===== src/logic/spf_consts.svh =====
// Constants of the serial port, pattern test and receive fault enable block.
// Assumes an 8-bit microprocessor port and a single 250 MHz clock.
// Contract
// [RQ1] All-line select sends command and data bytes to all seven transceivers.
// [RQ2] Software writes zero to reserved bits 6, 3 and fault bit 4.
// [RQ3] Pattern test enable turns on generator and analyzer together.
// [RQ4] Channel field picks the decoder output fed to the analyzer, bit 0 LSB.
// [RQ5] Analyzer indications read zero when disabled or locked, else one; code gates event by pattern_event_mask and fail mask by pattern_alarm_enable.
// [RQ6] Invert generator output and/or analyzer input when invert bits are set; code asserts the invert outputs only while pattern enable bit 5 is set.
// [RQ7] Trigger bit set to one causes exactly one serial transfer.
// [RQ8] Software clears the trigger bit before requesting another transfer.
// [RQ9] Channel value N from 0 to 6 asserts chip select N+1, active low.
// [RQ10] All-line select asserts all seven chip selects together.
// [RQ11] Fault enable bit 7 lets a drop-bus clock failure drive the alarm.
// [RQ12] Fault enable bit 6 lets a drop-bus frame sync failure drive the alarm.
// [RQ13] Fault enable bit 5 lets a payload flag failure drive the alarm.
// [RQ14] Command byte shifts out first, least significant bit first.
// [RQ15] Output data byte shifts out second, least significant bit first.
// [RQ16] Read-back byte captured LSB first into the serial input data register.
// [RQ17] A transfer starts only on a zero-to-one change of the trigger bit.
// [RQ18] All enabled fault detectors combine into one alarm output.
`ifndef SPF_CONSTS_SVH
`define SPF_CONSTS_SVH

// ----------------------------------------
// Register offsets
// ----------------------------------------
`define SPF_ADDR_CMD 9'h017
`define SPF_ADDR_DOUT 9'h018
`define SPF_ADDR_DIN 9'h019
`define SPF_ADDR_CTL 9'h01A
`define SPF_ADDR_FEN 9'h01B

// ----------------------------------------
// Field positions and masks
// ----------------------------------------
`define SPF_CTL_ALL 7
`define SPF_CTL_PAT 5
`define SPF_CTL_TRIG 4
`define SPF_CTL_CH_HI 2
`define SPF_CTL_WMASK 8'hB7
`define SPF_FEN_CLK 7
`define SPF_FEN_SYNC 6
`define SPF_FEN_PAY 5
`define SPF_FEN_WMASK 8'hEF
`define SPF_BYTE_RST 8'h00
`define SPF_CS_IDLE 7'h7F
`define SPF_CS_ALL 7'h00
`define SPF_NUM_LINES 3'h7

// ----------------------------------------
// Serial timing
// ----------------------------------------
`define SPF_CLK_NS 4
`define SPF_SCLK_NS 32
`define SPF_HALF_CYC (`SPF_SCLK_NS / (2 * `SPF_CLK_NS))
`define SPF_OUT_BITS 5'h10
`define SPF_LAST_BIT 5'h17

`endif


===== src/logic/spf_pkg.sv =====
// Types of the serial port, pattern test and receive fault enable block.
// Assumes the constants header is included by users of these types.
package spf_pkg;

  // Serial transfer sequencer states
  typedef enum logic [1:0] {
    SPF_IDLE,
    SPF_SHIFT
  } spf_state_t;

  // Microprocessor port request
  typedef struct packed {
    logic [8:0] addr;
    logic wr;
    logic rd;
    logic [7:0] wdata;
  } spf_cpu_req_t;

  // Fault detector reports
  typedef struct packed {
    logic clock_fail;
    logic sync_fail;
    logic payload_fail;
  } spf_fault_t;

  // Pattern analyzer indications
  typedef struct packed {
    logic pattern_status;
    logic pattern_event;
    logic pattern_persist_mask;
    logic pattern_fail_mask;
  } spf_pat_ind_t;

  // Whole state of the block
  typedef struct packed {
    logic [7:0] cmd;
    logic [7:0] dout;
    logic [7:0] din;
    logic [7:0] ctl;
    logic [7:0] fen;
    logic trig_prev;
    spf_state_t state;
    logic [4:0] bitcnt;
    logic [3:0] divcnt;
    logic [15:0] shift;
    logic [7:0] in_shift;
    logic sclk;
    logic sdo;
    logic [6:0] cs_n;
    logic alarm;
    logic [7:0] rdata;
    logic gen_en;
    logic ana_en;
    logic [2:0] ana_ch;
    logic gen_inv;
    logic ana_inv;
    spf_pat_ind_t ind;
    logic busy;
  } spf_regs_t;

endpackage : spf_pkg


===== src/logic/spf_top.sv =====
// Control registers, serial line-interface port, pattern test control
// and receive fault alarm gating of the seven-channel line mapper.
// Assumes all inputs are synchronous to clk and the microprocessor
// port presents one-cycle read and write strobes.
`timescale 1ns/10ps
`include "spf_consts.svh"

module spf_top (
  // Clock and reset
  input wire logic clk,
  input wire logic reset,
  // Microprocessor port
  input spf_pkg::spf_cpu_req_t cpu_req,
  output logic [7:0] cpu_rdata,
  // Transceiver serial port
  output logic line_serial_clk,
  output logic line_serial_out,
  input wire logic line_serial_in,
  output logic [6:0] line_chip_selects_n,
  output logic serial_busy,
  // Pattern generator and analyzer
  input wire logic tx_pattern_invert,
  input wire logic rx_pattern_invert,
  input wire logic pattern_event_mask,
  input wire logic pattern_alarm_enable,
  input wire logic analyzer_locked,
  output logic pattern_gen_enable,
  output logic pattern_ana_enable,
  output logic [2:0] pattern_ana_channel,
  output logic pattern_gen_invert,
  output logic pattern_ana_invert,
  output spf_pkg::spf_pat_ind_t pattern_ind,
  // Drop-bus fault detectors and alarm
  input spf_pkg::spf_fault_t rx_faults,
  output logic alarm_out
);
  import spf_pkg::*;

  spf_regs_t s_r;
  spf_regs_t s_nxt;

  // ----------------------------------------
  // Helpers
  // ----------------------------------------

  // Chip select pattern for a channel; value 7 selects nothing
  function automatic logic [6:0] cs_decode(input logic all, input logic [2:0] ch);
    logic [6:0] v;
    v = `SPF_CS_IDLE;
    if (all) begin
      v = `SPF_CS_ALL; // RQ10 RQ1
    end else if (ch < `SPF_NUM_LINES) begin
      v[ch] = 1'b0; // RQ9
    end
    return v;
  endfunction : cs_decode

  // Keep reserved bits at zero whatever software writes
  function automatic logic [7:0] wmask(input logic [7:0] d, input logic [7:0] m);
    return d & m;
  endfunction : wmask

  // ----------------------------------------
  // Next-state logic
  // ----------------------------------------

  // One process computes the whole next state
  always_comb begin
    logic trig_rise;
    logic half_done;
    trig_rise = 1'b0;
    half_done = 1'b0;
    s_nxt = s_r;

    // Register writes; reserved bits dropped since software may slip
    if (cpu_req.wr) begin
      case (cpu_req.addr)
        `SPF_ADDR_CMD: begin
          s_nxt.cmd = cpu_req.wdata;
        end
        `SPF_ADDR_DOUT: begin
          s_nxt.dout = cpu_req.wdata;
        end
        `SPF_ADDR_CTL: begin
          s_nxt.ctl = wmask(cpu_req.wdata, `SPF_CTL_WMASK); // RQ2
        end
        `SPF_ADDR_FEN: begin
          s_nxt.fen = wmask(cpu_req.wdata, `SPF_FEN_WMASK); // RQ2
        end
        default: begin
        end
      endcase
    end

    // Register reads, unmapped addresses answer zero
    if (cpu_req.rd) begin
      case (cpu_req.addr)
        `SPF_ADDR_CMD: begin
          s_nxt.rdata = s_r.cmd;
        end
        `SPF_ADDR_DOUT: begin
          s_nxt.rdata = s_r.dout;
        end
        `SPF_ADDR_DIN: begin
          s_nxt.rdata = s_r.din;
        end
        `SPF_ADDR_CTL: begin
          s_nxt.rdata = s_r.ctl;
        end
        `SPF_ADDR_FEN: begin
          s_nxt.rdata = s_r.fen;
        end
        default: begin
          s_nxt.rdata = `SPF_BYTE_RST;
        end
      endcase
    end

    // Edge detect on the trigger bit; a level held at one starts nothing
    s_nxt.trig_prev = s_r.ctl[`SPF_CTL_TRIG];
    trig_rise = s_r.ctl[`SPF_CTL_TRIG] & ~s_r.trig_prev; // RQ17 RQ7 RQ8

    // Serial sequencer: 16 bits out, then 8 bits read back
    half_done = (s_r.divcnt == 4'(`SPF_HALF_CYC - 1));
    case (s_r.state)
      SPF_IDLE: begin
        s_nxt.sclk = 1'b0;
        if (trig_rise) begin
          s_nxt.state = SPF_SHIFT; // RQ7
          s_nxt.busy = 1'b1;
          s_nxt.cs_n = cs_decode(s_r.ctl[`SPF_CTL_ALL],
                                 s_r.ctl[`SPF_CTL_CH_HI:0]); // RQ9 RQ10 RQ1
          s_nxt.shift = {s_r.dout, s_r.cmd}; // RQ14 RQ15
          s_nxt.sdo = s_r.cmd[0]; // RQ14
          s_nxt.bitcnt = 5'h00;
          s_nxt.divcnt = 4'h0;
          s_nxt.in_shift = `SPF_BYTE_RST;
        end
      end
      SPF_SHIFT: begin
        s_nxt.divcnt = half_done ? 4'h0 : s_r.divcnt + 4'h1;
        if (half_done) begin
          s_nxt.sclk = ~s_r.sclk;
          if (!s_r.sclk) begin
            // Rising edge: the transceiver's bit is stable here
            if (s_r.bitcnt >= `SPF_OUT_BITS) begin
              s_nxt.in_shift = {line_serial_in, s_r.in_shift[7:1]}; // RQ16
            end
          end else if (s_r.bitcnt == `SPF_LAST_BIT) begin
            // Falling edge after the last bit closes the transfer
            s_nxt.state = SPF_IDLE;
            s_nxt.busy = 1'b0;
            s_nxt.cs_n = `SPF_CS_IDLE;
            s_nxt.sdo = 1'b0;
            s_nxt.din = s_r.in_shift; // RQ16
          end else begin
            // Falling edge: advance to the next output bit
            s_nxt.bitcnt = s_r.bitcnt + 5'h01;
            s_nxt.shift = {1'b0, s_r.shift[15:1]}; // RQ14 RQ15
            s_nxt.sdo = s_r.shift[1];
          end
        end
      end
      default: begin
        s_nxt.state = SPF_IDLE;
        s_nxt.busy = 1'b0;
        s_nxt.cs_n = `SPF_CS_IDLE;
      end
    endcase

    // Pattern test controls follow the control register
    s_nxt.gen_en = s_r.ctl[`SPF_CTL_PAT]; // RQ3
    s_nxt.ana_en = s_r.ctl[`SPF_CTL_PAT]; // RQ3
    s_nxt.ana_ch = s_r.ctl[`SPF_CTL_CH_HI:0]; // RQ4
    s_nxt.gen_inv = s_r.ctl[`SPF_CTL_PAT] & tx_pattern_invert; // RQ6
    s_nxt.ana_inv = s_r.ctl[`SPF_CTL_PAT] & rx_pattern_invert; // RQ6

    // Indications are zero when disabled or locked, else one; event and fail mask also gated by inputs
    s_nxt.ind.pattern_status = s_r.ana_en & ~analyzer_locked; // RQ5
    s_nxt.ind.pattern_event = s_r.ana_en & ~analyzer_locked
                              & ~pattern_event_mask; // RQ5
    s_nxt.ind.pattern_persist_mask = s_r.ana_en & ~analyzer_locked; // RQ5
    s_nxt.ind.pattern_fail_mask = s_r.ana_en & ~analyzer_locked
                                  & pattern_alarm_enable; // RQ5

    // Alarm is the OR of every enabled drop-bus fault detector
    s_nxt.alarm = (s_r.fen[`SPF_FEN_CLK] & rx_faults.clock_fail) // RQ11 RQ18
                | (s_r.fen[`SPF_FEN_SYNC] & rx_faults.sync_fail) // RQ12
                | (s_r.fen[`SPF_FEN_PAY] & rx_faults.payload_fail); // RQ13
  end

  // ----------------------------------------
  // State register
  // ----------------------------------------

  // Synchronous reset puts every field at a quiet value
  always_ff @(posedge clk) begin
    if (reset) begin
      s_r <= '0;
      s_r.state <= SPF_IDLE;
      s_r.cs_n <= `SPF_CS_IDLE;
    end else begin
      s_r <= s_nxt;
    end
  end

  // ----------------------------------------
  // Outputs, all straight from the state register
  // ----------------------------------------
  assign cpu_rdata = s_r.rdata;
  assign line_serial_clk = s_r.sclk;
  assign line_serial_out = s_r.sdo;
  assign line_chip_selects_n = s_r.cs_n;
  assign serial_busy = s_r.busy;
  assign pattern_gen_enable = s_r.gen_en;
  assign pattern_ana_enable = s_r.ana_en;
  assign pattern_ana_channel = s_r.ana_ch;
  assign pattern_gen_invert = s_r.gen_inv;
  assign pattern_ana_invert = s_r.ana_inv;
  assign pattern_ind = s_r.ind;
  assign alarm_out = s_r.alarm;

endmodule : spf_top


===== config.mk =====
export PLATFORM = sky130hd
export DESIGN_NAME = spf_top
export DESIGN_NICKNAME = d
export VERILOG_FILES = /design/src/logic/spf_pkg.sv /design/src/logic/spf_top.sv
export VERILOG_INCLUDE_DIRS = /design/src /design/src/logic
export SDC_FILE = /design/constraint.sdc
export NUM_CORES = 1
export LEC_CHECK = 0
export BUFFER_PORTS_ARGS = -buffer_cell sky130_fd_sc_hd__buf_2
export CAP_MARGIN = 20
export CORE_MARGIN = 3
export CORE_UTILIZATION = 45
export DETAILED_ROUTE_END_ITERATION = 12
export HOLD_SLACK_MARGIN = 0.03
export PLACE_DENSITY = 0.7
export SLEW_MARGIN = 20
export SYNTH_ARGS = -nofsm -noshare
export SYNTH_HDL_FRONTEND = slang
export SYNTH_SLANG_ARGS = --single-unit

===== constraint.sdc =====
create_clock -name clk -period 1.8 [get_ports clk]
set_input_delay 0.36 -clock clk [delete_from_list [all_inputs] [get_ports clk]]
set_output_delay 0.36 -clock clk [all_outputs]
set_load 0.005 [all_outputs]

==> summary.txt <==
Outcome
  – Status: finished clean

Timing
  – WHS: 0.125 ns
  – Setup TNS: 0 ns
  – Max Clk Rate: 562 MHz
  – Final setup violation count: 0
  – Fin. max-slew vios: 0
  – Slew @ Worst Pin: 0.540 ns
  – Hold Vio Cnt, Final: 0
  – Worst Skew: 0.0129 ns
  – Slew HR: 0.639
  – Final WS setup: 0.0206 ns
  – Final min period: 1.78 ns
  – RSZ-0062 raised after global routing: true
  – Post-route clock period utilization: 0.989

CTS
  – Bufs on Longest Clock Path: 2
  – TritonCTS Buffers: 9
  – Clk slew on worst S/H paths: 0.09 ns
  – Hold_buf cts: 0
  – CTS tree: done
  – CTS Root Cell: clkbuf_8
  – H-tree lvl count: 3
  – Total clock sinks: 98
  – Skew-Pair Late Insertion Delay: 0.38 ns

Floorplan
  – Num ports: 60
  – Full die area: 0.0108 mm²
  – Std-Cell Rows: 35
  – Die height: 104 µm
  – Die Span X: 104 µm
  – Core area: 0.00928 mm²
  – Starting density of the core: 0.465

Drt
  – DRC: 0
  – Antenna-violating nets left: 0
  – DR WL/cell: 15.7 µm
  – Average vias per placed instance: 5.54
  – Drt pass-1 iters: 7
  – Routed WL: 9.89 mm
  – Total number of vias: 3492
  – Iteration-0 DRC Markers: 237

Synth
  – Syn Nets: 481
  – Library cells used by synthesis: 48
  – Number of synthesis warnings: 0
  – Post-synth EDFFs: 0
  – Post-Synthesis Cells: 449
  – Netlist Area Pre-Place: 0.00432 mm²
  – Register area share after synthesis: 0.454
  – Avg Synthesized Cell Area: 9.62 µm²
  – Ys flop type: dfxtp_1
  – Yosys reg bits: 98
  – Asr flop ratio synth: 0

Worst setup path
  – CP max FO: 8
  – Kind of critical path: reg2reg
  – Crit. End Element: register
  – Worst Path Required: 2.06 ns
  – Setup slack, reg-to-reg: 0.02 ns
  – Critical Path Start Type: register
  – WP data arrival: 2.04 ns

Placement
  – DP HPWL: 7.03 mm
  – GPL Wtd Cong: 0.788
  – Pre-CTS setup slack: -0.0220 ns
  – Port Buf Inserts: 59

Global route
  – Total GRT Usage: 0.183
  – M1 GR Usage: 0.236
  – Largest net degree at the start of global routing: 50
  – Gr busiest metal: met2
  – First-pass GRT wire length: 16.3 mm
  – Grt met3 use: 0.0416
  – Vias in the first global route: 3258
  – Met2 Use GR: 0.307
  – GRT overflow: 0
  – Initial antenna violation count: 0

Power and ir drop
  – Leak Pwr: 2.01 nW
  – Total power draw: 3.93 mW
  – Power per cell area: 787 mW/mm²
  – VDD IR max: 483 µV

Run
  – Max-cap check violation count: 0

Cells and area
  – NumNets Final: 528
  – Share of layout cells above drive strength 1: 0.226
  – Synthesis-to-layout area growth: 15.8%
  – Commonest non-fill, non-tap cell in the layout: dfxtp_1
  – ANT cells: 0
  – Most frequent cells in the layout: dfxtp_1 (96), nor2_1 (64), mux2i_1 (64)

Hold path
  – Hold Path Class: in2reg
[metrics by stage]
| step | util | area (µm²) | cells |
|---|---|---|---|
| after floorplan | - | 4330 | 449 |
| after global placement | 0.509 | 4730 | 613 |
| after detailed placement | 0.509 | 4730 | 613 |
| after CTS | 0.534 | 4960 | 629 |
| after global routing | 0.539 | 5000 | 630 |
| final | 0.539 | 5000 | 630 |
[cells by family after synthesis]
| family | Yosys count | synth area share |
|---|---|---|
| and+or+nand+nor | 137 | 0.168 |
| DFF | 98 | 0.454 |
| AOI/OAI and AO/OA | 91 | 0.149 |
| muxes | 65 | 0.151 |
| buffers and inverters | 54 | 0.0687 |
| xor gates and xnor gates | 2 | 0.00406 |
| adders and majority gates | 2 | 0.00579 |
[cells in the mapped netlist (3+ instances only)]
cell type / count / share of area
a211oi_1: 15 / 0.026
nand3_1: 7 / 0.0081
nand4b_1: 4 / 0.0081
nor3_1: 6 / 0.0070
dfxtp_1: 98 / 0.45
a22oi_1: 9 / 0.016
a311oi_1: 5 / 0.010
a22o_1: 4 / 0.0081
a31oi_1: 5 / 0.0072
inv_1: 5 / 0.0043
mux2i_1: 65 / 0.15
nand2_1: 9 / 0.0078
buf_4: 23 / 0.040
a21oi_1: 20 / 0.023
nand4_1: 10 / 0.014
nor2b_1: 5 / 0.0072
o22a_1: 9 / 0.018
buf_1: 3 / 0.0026
nor3b_1: 4 / 0.0070
buf_2: 6 / 0.0070
o21a_1: 3 / 0.0052
o21ai_0: 12 / 0.014
nor2_1: 64 / 0.056
and2_1: 13 / 0.019
clkbuf_1: 17 / 0.015
[state kept, by name (all words and copies together), names as in the netlist]
signal and flops:
s_r 65, cpu_rdata 8, line_chip_selects_n 7, s_nxt 5
pattern_ana_channel 3, pattern_ind 3, alarm_out 1, line_serial_clk 1
line_serial_out 1, pattern_ana_enable 1, pattern_ana_invert 1, pattern_gen_invert 1
serial_busy 1
[what timing repair did]
action | in CTS | in global routing
endpoints found under the setup margin | 3 | 34
pin swaps | 0 | 6
buffers inserted | 0 | 1
hold endpoints to repair | 0 | 0
gates resized for setup | 1 | 9
[worst max-delay path, stage by stage, from the launching register on]
cell     delay, ns
dfxtp_4       0.37
ha_4          0.14
or3b_4        0.42
o32ai_4       0.31
buf_12        0.17
mux2i_2       0.20
nor2_1        0.07
[where the power goes]
group | internal (mW) | switching [mW] | total, mW
registers | 2.17 | 0.00313 | 2.17
clock network | 0.822 | 0.780 | 1.60
logic | 0.0620 | 0.0973 | 0.159
total | 3.05 | 0.880 | 3.93
[metal layers]
layer / wire, µm / vias to the layer above
li1: - / 1698
met1: 4290 / 1691
met2: 4890 / 90
met3: 555 / 13
met4: 145 / 0
met5: 0 / -
[path summary, 6_finish.rpt]
path                                  startpoint  cells past startpoint                             endpoint
max                         s_r[55]$_SDFFE_PP0P_                      6                 s_r[30]$_SDFFE_PP0P_
min                           pattern_event_mask                      2            pattern_ind[2]$_SDFF_PP0_
max reg2reg                 s_r[55]$_SDFFE_PP0P_                      6                 s_r[30]$_SDFFE_PP0P_
min reg2reg  line_chip_selects_n[2]$_SDFFE_PP1P_                      1  line_chip_selects_n[2]$_SDFFE_PP1P_
[layout make-up]
cell class,instances,area [µm²]
clock buffers,10,138
repair buffers,85,519
fillers,877,4280
inverters,5,18.8
flip-flops and latches,98,1970
multi-input cells,297,2100
clock inverters,6,90.1
well taps,129,161
(Power assumes the default switching activity.)
